**src/core/integ_timer_pkg.sv**
```systemverilog
package integ_timer_pkg;

  // Command codes accepted from the command decoder
  localparam logic [7:0] CMD_INT_D1 = 8'h00;
  localparam logic [7:0] CMD_INT_D2 = 8'h04;
  localparam logic [7:0] CMD_INT_DIFF = 8'h08;
  localparam logic [7:0] CMD_RESET = 8'h0c;
  localparam logic [7:0] CMD_EXT_D1 = 8'h30;
  localparam logic [7:0] CMD_EXT_D2 = 8'h34;
  localparam logic [7:0] CMD_EXT_DIFF = 8'h38;
  localparam logic [7:0] CMD_POWER_DOWN = 8'h8c;

  // Oscillator and integration figures
  localparam int OSC_FREQ_KHZ = 300;
  localparam int INT_PERIOD_MS = 110;
  localparam logic [15:0] INT_LAST_CYCLE = 16'h7fff;
  localparam logic [15:0] COUNT_ZERO = 16'h0000;
  localparam logic [15:0] COUNT_ONE = 16'h0001;
  localparam logic [15:0] COUNT_MAX = 16'hffff;

  // Bytes per read in each timing class
  localparam logic [2:0] READ_BYTES_INT = 3'h2;
  localparam logic [2:0] READ_BYTES_EXT = 3'h4;

  // Conversion source
  typedef enum logic [1:0] {SRC_D1, SRC_D2, SRC_DIFF} source_t;

  // Decoded command strobe from the serial slave
  typedef struct packed {
    logic valid;
    logic [7:0] code;
  } cmd_t;

  // Result snapshot handed to the read path
  typedef struct packed {
    logic [15:0] sensor_reading;
    logic [15:0] integration_cycle_count;
    logic external;
    source_t source;
  } result_t;

endpackage : integ_timer_pkg

```
**src/core/light_adc_integration_timer.sv**
```systemverilog
`timescale 1ns/1ps
`default_nettype none

module light_adc_integration_timer (
  // Oscillator clock and reset
  input wire logic clk,
  input wire logic rst,
  // Commands from the serial slave
  input wire integ_timer_pkg::cmd_t cmd,
  // Analog front end
  input wire logic [15:0] adc_value,
  output logic integrating,
  output integ_timer_pkg::source_t source,
  // Results toward the read path
  output integ_timer_pkg::result_t result,
  output logic result_valid,
  output logic period_done,
  output logic [2:0] read_bytes,
  output logic powered_down
);

  // Timing class of the period that is running
  typedef enum logic [1:0] {IDLE, INTERNAL, EXTERNAL} mode_t;

  ////////////////////////////////////////////////////////////////////////////
  // Internal state and decode nets
  // Mode register and its next value
  mode_t mode;
  mode_t next_mode;
  // Oscillator cycle counter and its next value
  logic [15:0] cycle_count;
  logic [15:0] next_count;
  // Length of the external period that ends in this cycle
  logic [15:0] finished_count;
  // Command classes
  logic is_int;
  logic is_ext;
  logic is_reset;
  logic is_sleep;
  // Source picked by a mode command
  logic is_d2;
  logic is_diff;
  // Period end strobes
  logic int_end;
  logic ext_end;
  // Counter starts again from zero
  logic restart;

  ////////////////////////////////////////////////////////////////////////////
  // Command decode
  // The strobe is one cycle wide and comes from logic on this clock,
  // so it is used as it stands, without synchronising flip-flops.
  // internal timing codes
  assign is_int = cmd.valid && (cmd.code == integ_timer_pkg::CMD_INT_D1 ||
    cmd.code == integ_timer_pkg::CMD_INT_D2 ||
    cmd.code == integ_timer_pkg::CMD_INT_DIFF);
  assign is_ext = cmd.valid && (cmd.code == integ_timer_pkg::CMD_EXT_D1 ||
    cmd.code == integ_timer_pkg::CMD_EXT_D2 ||
    cmd.code == integ_timer_pkg::CMD_EXT_DIFF);
  // Reset command clears the counter and stops integration
  assign is_reset = cmd.valid &&
    (cmd.code == integ_timer_pkg::CMD_RESET);
  // Sleep command; any other command wakes the block again
  assign is_sleep = cmd.valid &&
    (cmd.code == integ_timer_pkg::CMD_POWER_DOWN);
  // second diode in either timing class
  assign is_d2 = (cmd.code == integ_timer_pkg::CMD_INT_D2) ||
    (cmd.code == integ_timer_pkg::CMD_EXT_D2);
  // diode difference in either timing class
  assign is_diff = (cmd.code == integ_timer_pkg::CMD_INT_DIFF) ||
    (cmd.code == integ_timer_pkg::CMD_EXT_DIFF);

  ////////////////////////////////////////////////////////////////////////////
  // Period end detection
  // A command arriving on the last internal cycle wins: the old period
  // is dropped rather than closed, so no result from a period that the
  // host has already abandoned ever reaches the read path.
  // last of the fixed internal cycles
  assign int_end = (mode == INTERNAL) &&
    (cycle_count == integ_timer_pkg::INT_LAST_CYCLE) && !cmd.valid;
  // next external command closes a running external period
  assign ext_end = (mode == EXTERNAL) && is_ext;
  // One-cycle strobe toward the read path
  assign period_done = int_end || ext_end;
  // period start, internal end and reset command clear the count
  assign restart = is_int || is_ext || int_end || is_reset;

  ////////////////////////////////////////////////////////////////////////////
  // Status toward the read path
  // High while any period runs
  assign integrating = (mode != IDLE);
  // four bytes in external timing, otherwise two, so the read path refuses the count bytes
  assign read_bytes = (mode == EXTERNAL) ? integ_timer_pkg::READ_BYTES_EXT :
    integ_timer_pkg::READ_BYTES_INT;

  ////////////////////////////////////////////////////////////////////////////
  // Mode selection
  // a mode command starts its class; any other command idles
  always_comb begin
    next_mode = mode;
    if (is_int) begin
      next_mode = INTERNAL;
    end else if (is_ext) begin
      next_mode = EXTERNAL;
    end else if (cmd.valid) begin
      next_mode = IDLE;
    end
  end

  // Mode register
  always_ff @(posedge clk) begin
    if (rst) begin
      mode <= IDLE;
    end else begin
      mode <= next_mode;
    end
  end

  // source register, changed only by a mode command
  // The ending period still carries the old source into the snapshot,
  // because the snapshot samples this register before it moves.
  always_ff @(posedge clk) begin
    if (rst) begin
      source <= integ_timer_pkg::SRC_D1;
    end else if (is_int || is_ext) begin
      if (is_d2) begin
        source <= integ_timer_pkg::SRC_D2;
      end else if (is_diff) begin
        source <= integ_timer_pkg::SRC_DIFF;
      end else begin
        source <= integ_timer_pkg::SRC_D1;
      end
    end
  end

  // Sleep flag
  always_ff @(posedge clk) begin
    if (rst) begin
      powered_down <= 1'b0;
    end else if (cmd.valid) begin
      powered_down <= is_sleep;
    end
  end

  ////////////////////////////////////////////////////////////////////////////
  // Cycle counter
  // clk is the oscillator; one step per oscillator cycle
  // the counter steps alike in both timing classes
  // 16-bit count; a period of 65536 cycles wraps to zero
  // The wrap is not flagged: keeping the period short is the host's duty,
  // and a wrapped count simply gives a wrong lux figure.
  always_comb begin
    next_count = cycle_count;
    if (restart) begin
      next_count = integ_timer_pkg::COUNT_ZERO;
    end else if (mode != IDLE) begin
      next_count = cycle_count + integ_timer_pkg::COUNT_ONE;
    end
  end

  // clear at period start, then step
  always_ff @(posedge clk) begin
    if (rst) begin
      cycle_count <= integ_timer_pkg::COUNT_ZERO;
    end else begin
      cycle_count <= next_count;
    end
  end

  // length of the ending period, the ending edge included
  // Internal periods report zero, as their count is not offered.
  assign finished_count = int_end ? integ_timer_pkg::COUNT_ZERO :
    cycle_count + integ_timer_pkg::COUNT_ONE;

  ////////////////////////////////////////////////////////////////////////////
  // Result snapshot, held until the next completion
  // A read in mid-period sees the previous period's values untouched.
  // reading, count and source latched at one edge
  always_ff @(posedge clk) begin
    if (rst) begin
      result <= '0;
    end else if (period_done) begin
      result.sensor_reading <= adc_value;
      result.integration_cycle_count <= finished_count;
      result.external <= ext_end;
      result.source <= source;
    end
  end

  // Set by the first completed period, then held
  always_ff @(posedge clk) begin
    if (rst) begin
      result_valid <= 1'b0;
    end else if (period_done) begin
      result_valid <= 1'b1;
    end
  end

endmodule : light_adc_integration_timer

`default_nettype wire

```
**config.mk**
```make
export PLATFORM = sky130hd
export DESIGN_NAME = light_adc_integration_timer
export DESIGN_NICKNAME = d
export VERILOG_FILES = /design/src/core/integ_timer_pkg.sv /design/src/core/light_adc_integration_timer.sv
export SDC_FILE = /design/constraint.sdc
export NUM_CORES = 1
export LEC_CHECK = 0
export BUFFER_PORTS_ARGS = -buffer_cell sky130_fd_sc_hd__buf_2
export CAP_MARGIN = 20
export CORE_UTILIZATION = 55
export DETAILED_ROUTE_END_ITERATION = 8
export HOLD_SLACK_MARGIN = 0.02
export PLACE_DENSITY = 0.94
export SETUP_SLACK_MARGIN = 0.2
export SYNTH_ARGS = -nofsm -noshare
export SYNTH_HDL_FRONTEND = slang
export SYNTH_SLANG_ARGS = --single-unit
```
**constraint.sdc**
```tcl
create_clock -name clk -period 3.3 [get_ports clk]
set_clock_uncertainty 0.2 [all_clocks]
set_input_delay 0.165 -clock clk [delete_from_list [all_inputs] [get_ports clk]]
set_output_delay 0.165 -clock clk [all_outputs]
set_load 0.02 [all_outputs]
```
==> results of run 1 <==
flip-flops by register name, summed over array words and instances, names as in the netlist:
| register | flops |
|---|---|
| source | 2 |
| result | 35 |
| mode | 2 |
| result_valid | 1 |
| cycle_count | 16 |
| powered_down | 1 |
through the flow:
stage                     hold WS (ns)   util
after floorplan                  0.104      -
after global placement           0.210  0.648
after detailed placement         0.219  0.648
after CTS                       0.0222  0.750
after global routing            0.0522  0.750
final                           0.0413  0.750
worst max-delay path, cell delays in order (launching register included):
cell and delay, ns:
dfxtp_1 0.44, ha_1 0.28, nand4_1 0.13, buf_4 0.20, or4_4 0.54, o21a_1 0.57
a31o_2 0.42
logic make-up (layout without fill, tap and decap cells):
logic type	count (synthesis)	after routing	synth area share
multiplexers	22	22	0.0818
XOR/XNOR	23	23	0.0748
AO/OA/AOI/OAI	49	49	0.118
other	1	1	0.00139
buffers and inverters	35	133	0.0590
adder cells (fa/ha/maj)	1	1	0.00465
flip-flops	57	57	0.424
AND/OR/NAND/NOR	119	119	0.236
cells in the final DEF, fill, tap and decap left out, types with 5 or more instances in the layout:
cell / synthesis / routed
buf_2: 4 / 69
dfxtp_1: 57 / 57
nand2_1: 44 / 44
dlygate4sd3_1: 0 / 28
mux2i_1: 22 / 22
xnor2_1: 18 / 18
nor3_1: 18 / 18
o21ai_0: 14 / 14
inv_1: 13 / 13
a21oi_1: 11 / 11
clkbuf_8: 0 / 10
o32ai_1: 9 / 9
nor4_1: 9 / 9
nand4_1: 8 / 8
nor2_1: 7 / 7
nand3_1: 6 / 6
buf_4: 1 / 6
xor2_1: 5 / 5
per-layer routing:
metal / vias to the layer above / wire [µm] / global-route usage
met5: - / 0 / 0
met2: 114 / 3630 / 0.505
met3: 26 / 433 / 0.0764
met1: 1269 / 3000 / 0.358
met4: 0 / 280 / 0.170
li1: 1276 / - / -
power by group:
part | leakage (nW) | internal (mW) | switching, mW
combinational | 0.973 | 0.0372 | 0.0391
clock | 0.0949 | 0.370 | 0.300
sequential | 0.459 | 0.688 | 0.000375
total | 1.53 | 1.09 | 0.340
layout make-up:
type / count / area, µm² / area share
sequential: 57 / 1140 / 0.322
multi-input combinational: 215 / 1390 / 0.393
clock inverter: 6 / 66.3 / 0.0187
tap: 67 / 83.8 / 0.0236
timing repair buffer: 103 / 671 / 0.189
clock buffer: 10 / 138 / 0.0388
inverter: 14 / 52.6 / 0.0148
repair_timing:
| item | 4_1_cts | 5_1_grt |
|---|---|---|
| buffers inserted | 0 | 0 |
| endpoints found under the setup margin | 0 | 0 |
| endpoints found under the hold margin | 21 | 0 |
| hold buffers | 28 | 0 |
how the worst max path moves through the flow:
| stage | start | endpoint | cells past startpoint |
|---|---|---|---|
| detailed placement | cycle_count[0] | result[4] | 6 |
| global placement | cycle_count[0] | result[4] | 6 |
| global route | cycle_count[0] | result[4] | 6 |
| CTS | cycle_count[0] | result[4] | 6 |
| floorplan | cycle_count[0] | cycle_count[10] | 7 |
| finish | cycle_count[0] | result[4] | 6 |
==> key figures, run 1 <==
Synth
  • Synth area leaders: dfxtp_1 (42%), mux2i_1 (8.2%), nand2_1 (6.1%), xnor2_1 (5.9%), nor3_1 (3.3%)
  • Synthesized cell area: between 0.002 and 0.003 mm²
  • Yosys top cell area share: 0.424
  • Main synth FF type: dfxtp_1
  • Synth cell count leaders: dfxtp_1 (57), nand2_1 (44), mux2i_1 (22)
  • Synthesized area per cell: approximately 8.8 µm²
  • YS warnings: 0
  • Syn Inst Count: between 300 and 400
  • Post-synth cell types: 43
  • Ys async rst share: 0
  • Most numerous cell in the Yosys netlist: dfxtp_1
  • Number of synthesized flops with an enable pin: 0
  • Seq/Total Area, Yosys: 0.424
  • Flops & latches, synth: 57
  • Post-synthesis net count: between 300 and 400
  • Yosys top cell by area: dfxtp_1

Final layout
  • Final #Nets: 428
  • Design area: around 0.0035 mm²
  • Final Instance Count excl. Fillers: ~470
  • Share of cells above drive strength 1: 0.242
  • Ant diodes: 0
  • Fill cells: 299
  • P&R area growth vs syn: 31.6%

Placed design
  • Dpl hpwl: approximately 4200 µm
  • IO Port Bufs: 69
  • Place WS: about 0.46 ns
  • Inst Count DP: 428
  • Placed Area: about 0.003 mm²
  • GPL Wtd Cong: roughly 0.9

Worst setup path
  • Worst r2r dst: result[4]
  • Worst EP arrival: 2.92 ns
  • CP Class: reg -> reg
  • Startpoint Class: register
  • Worst reg2reg path depth: 6
  • Crit. End Element: register
  • Setup slack, reg-to-reg: just over 0.4 ns
  • Worst r2r src: cycle_count[0]
  • Required time worst endpoint: ~3.3 ns
  • CP Max Fanout: 19

Power
  • PwrDens: between 400 and 500 mW/mm²
  • Pwr Total: ~1.4 mW
  • Leak pwr: 1.53 nW
  • Peak supply drop: around 0.00032 V

CTS
  • Clk buf depth: 2
  • Root Buffer: clkbuf_8
  • Clock Sinks: between 50 and 60
  • Reg clk slew, reported paths: approximately 0.070 ns
  • TritonCTS buffer count: 9
  • CTS resizes: 0
  • Worst skew pair latency: around 0.34 ns
  • TritonCTS clock tree: done
  • H-tree depth: 3

Timing
  • Final Setup Violations: 0
  • Setup TNS: 0 ns
  • Slew HR: 0.286
  • Worst-Margin Slew: around 1.1 ns
  • Crit share post-route: 0.876
  • Final hold violation count: 0
  • Fin worst setup slack: a little over 0.4 ns
  • Fmax: approximately 0.35 GHz
  • RSZ-0062 raised after global routing: no
  • Max-slew violation count: 0
  • Min Clock Period, post-route: between 2 and 3 ns

Global routing
  • Gr usage total: 0.303
  • GRT Residual Overflow: 0
  • Largest net degree at the start of global routing: between 40 and 50
  • Initial antenna violation count: 0
  • First-pass GRT wire length: around 12000 µm
  • Vias in the first global route: 2509

Drt
  • Via Count: 2685
  • Initial DRC Count: about 230
  • TritonRoute pass-1 iters: 5
  • WL per Instance: about 16 µm
  • Final ANT Viol Nets: 0
  • DRC viols: 0
  • Routed vias/inst: 5.69
  • Final WL: around 7300 µm

Hold path
  • Class of the worst hold path: in -> reg
  • Worst Hold Launch: rst
  • Hold path depth: 2
  • Hold endpoint: result[2]

Floorplanning
  • CORE AREA: 0.00472 mm²
  • I/O Pins: between 70 and 80
  • Die area: approximately 0.0052 mm²
  • Width of the die: about 70 µm
  • Starting Density: 0.570
  • DIE HEIGHT: between 70 and 80 µm
  • Rows: 25

Run
  • Max-cap violation count: 0

Outcome
  • Status: finished clean
Note: power is estimated with default switching activity, not from simulation.
==> run 2: changes to the inputs <==
CORE_MARGIN = 3   (was not set)
==> key figures, run 2 (synthesis gave the netlist of run 1 again) <==
Placed design
  • IO Port Bufs: 69 (unchanged)
  • Place WS: 0.486 ns (+0.0291 ns)
  • Dpl hpwl: 4450 µm (+4.8%)
  • GPL Wtd Cong: 0.888 (+0.63%)

Power
  • Power share of the sequential group: 0.490 (+0.010)
  • Leak pwr: 1.50 nW (-1.7%)
  • PwrDens: 402 mW/mm² (-0.78%)
  • Sw Share: 0.224 (-0.0133)
  • Peak supply drop: 0.000296 V (-6.7%)
  • Clk pwr share: 0.455 (-0.012)
  • Gate power share: 0.055 (+0.002)
  • Internal power: 1.09 mW (-0.33%)
  • Sw Pwr: 314 µW (-7.5%)

Hold path
  • Class of the worst hold path: in -> reg
  • Worst Hold Launch: cmd[5]
  • Hold endpoint: mode[1]
  • Hold path depth: 4 (+2)

Final layout
  • Fill cells: 271 (-9.4%)
  • Most common cell after layout, fill and taps aside: buf_2
  • Max reg flops: 35 (unchanged)
  • Register area: 0.00114 mm² (unchanged)
  • Share of cells above drive strength 1: 0.239 (-0.00257)
  • Final #Nets: 424 (-0.93%)
  • Biggest regs: result (35), cycle_count (16)
  • P&R area growth vs syn: 30.0%
  • Multi-input logic area: 0.00139 mm² (unchanged)
  • Commonest cells after routing, fill and taps aside: buf_2 (69), dfxtp_1 (57), nand2_1 (44), dlygate4sd3_1 (25), mux2i_1 (22)
  • Reg with most FFs: result

Global routing
  • GRT Residual Overflow: 0 (unchanged)
  • Gr usage total: 0.274 (-0.0290)
  • Initial antenna violation count: 1 (+1)
  • First-pass GRT wire length: 12600 µm (+5.5%)
  • Vias in the first global route: 2516 (+0.28%)
  • Largest net degree at the start of global routing: 34 (-26%)

CTS
  • Root Buffer: clkbuf_8
  • Clock Sinks: 57 (unchanged)
  • TritonCTS clock tree: done
  • Postcts setup bufs: 0 (unchanged)
  • Worst skew pair latency: 0.34 ns (about the same)
  • Clk buf depth: 2 (unchanged)
  • TritonCTS buffer count: 9 (unchanged)
  • Reg clk slew, reported paths: 0.07 ns (about the same)
  • H-tree depth: 3 (unchanged)

Drt
  • Initial DRC Count: 170 (-27%)
  • WL per Instance: 16.4 µm (+5.6%)
  • Final ANT Viol Nets: 0 (unchanged)
  • Routed vias/inst: 5.64 (-0.89%)
  • DRC viols: 0 (unchanged)
  • TritonRoute pass-1 iters: 4 (-1)
  • Final WL: 7670 µm (+4.5%)
  • Via Count: 2633 (-1.9%)

Floorplanning
  • CORE AREA: 0.00453 mm² (-4.0%)
  • Rows: 24 (-4.0%)
  • I/O Pins: 71 (unchanged)
  • Die area: 0.00577 mm² (+11%)
  • Width of the die: 76.0 µm (+5.6%)
  • Starting Density: 0.594 (+0.0238)
  • DIE HEIGHT: 76.0 µm (+5.6%)

Timing
  • Fin worst setup slack: 0.439 ns (+0.0289 ns)
  • Worst-Margin Slew: 1.03 ns (-0.0430 ns)
  • Final hold violation count: 0 (unchanged)
  • Fmax: 0.350 GHz (+1.0%)
  • Slew HR: 0.314 (+0.0287)
  • Setup TNS: 0 ns (unchanged)
  • Min Clock Period, post-route: 2.86 ns (-0.0289 ns)
  • Max-slew violation count: 0 (unchanged)
  • Crit share post-route: 0.867 (-0.00876)
  • RSZ-0062 raised after global routing: no
  • Final Setup Violations: 0 (unchanged)

Worst setup path
  • Crit path buffers/inverters: 1 (unchanged)
  • CP max stage delay: 0.55 ns (-0.02 ns)
  • Worst r2r dst: result[28]
  • CP Cell Sequence: ha_1, nand4_1, buf_4, or4_4, o21a_1, mux2i_1
  • Startpoint Class: register
  • Worst EP arrival: 2.89 ns (-0.03 ns)
  • Family with the most delay on the worst path: simple AND/OR/NAND/NOR gates
  • Setup slack, reg-to-reg: 0.44 ns (+0.03 ns)
  • Critical path's slowest cell: or4_4
  • Worst r2r src: cycle_count[0]
  • Required time worst endpoint: 3.33 ns (about the same)
  • Worst reg2reg path depth: 6 (unchanged)
  • Crit. End Element: register
  • CP Max Fanout: 19 (unchanged)
  • CP Class: reg -> reg

Run
  • Max-cap violation count: 0 (unchanged)

Outcome
  • Status: finished clean
[run 2: timing repair]
item                                   4_1_cts  5_1_grt
endpoints found under the hold margin       21        0
hold buffers                                25        0
gates resized for setup                      0        0
[run 2: worst max path at each step]
stage / from / end / slack, ns / depth (start not counted)
after global placement: cycle_count[0] / result[4] / 0.54 / 6
after floorplan: cycle_count[0] / cycle_count[10] / 1.09 / 7
after detailed placement: cycle_count[0] / result[4] / 0.49 / 6
final: cycle_count[0] / result[28] / 0.44 / 6
after CTS: cycle_count[0] / result[4] / 0.47 / 6
after global routing: cycle_count[0] / result[4] / 0.32 / 6
[run 2: layout make-up]
cell class,count,area share
Tap cell,65,0.0232
Clock inverter,5,0.0157
Sequential cell,57,0.326
Multi-Input combinational cell,215,0.398
Timing Repair Buffer,99,0.181
Antenna cell,1,0.000715
Inverter,14,0.0150
Clock buffer,11,0.0404
[run 2: layer usage]
| layer | vias up | GRT usage | wire length (µm) |
|---|---|---|---|
| met5 | - | 0 | 0 |
| met4 | 0 | 0.208 | 451 |
| met3 | 31 | 0.0603 | 496 |
| met2 | 111 | 0.446 | 3710 |
| met1 | 1214 | 0.314 | 3010 |
| li1 | 1277 | - | - |
[run 2: worst reg2reg max path, cell delays in order (launching register included)]
cell	delay, ns
dfxtp_1	0.44
ha_1	0.27
nand4_1	0.12
buf_4	0.20
or4_4	0.55
o21a_1	0.55
mux2i_1	0.43
[run 2: per-stage QoR]
stage	util	power, mW	hold WS, ns	cell area (µm²)	std cells
global placement	0.673	0.754	0.209	3050	425
detailed placement	0.673	0.755	0.215	3050	425
floorplan	-	0.732	0.104	2690	307
global route	0.772	1.45	0.142	3500	467
CTS	0.771	1.41	0.0993	3500	466
finish	0.772	1.41	0.121	3500	467
[run 2: power by group through the flow]
| stage | Combinational, mW | Clock, mW | Sequential, mW |
|---|---|---|---|
| global placement | 0.0502 | 0 | 0.704 |
| finish | 0.0768 | 0.640 | 0.689 |
| floorplan | 0.0284 | 0 | 0.704 |
| CTS | 0.0717 | 0.647 | 0.689 |
| global route | 0.0822 | 0.683 | 0.688 |
| detailed placement | 0.0516 | 0 | 0.704 |
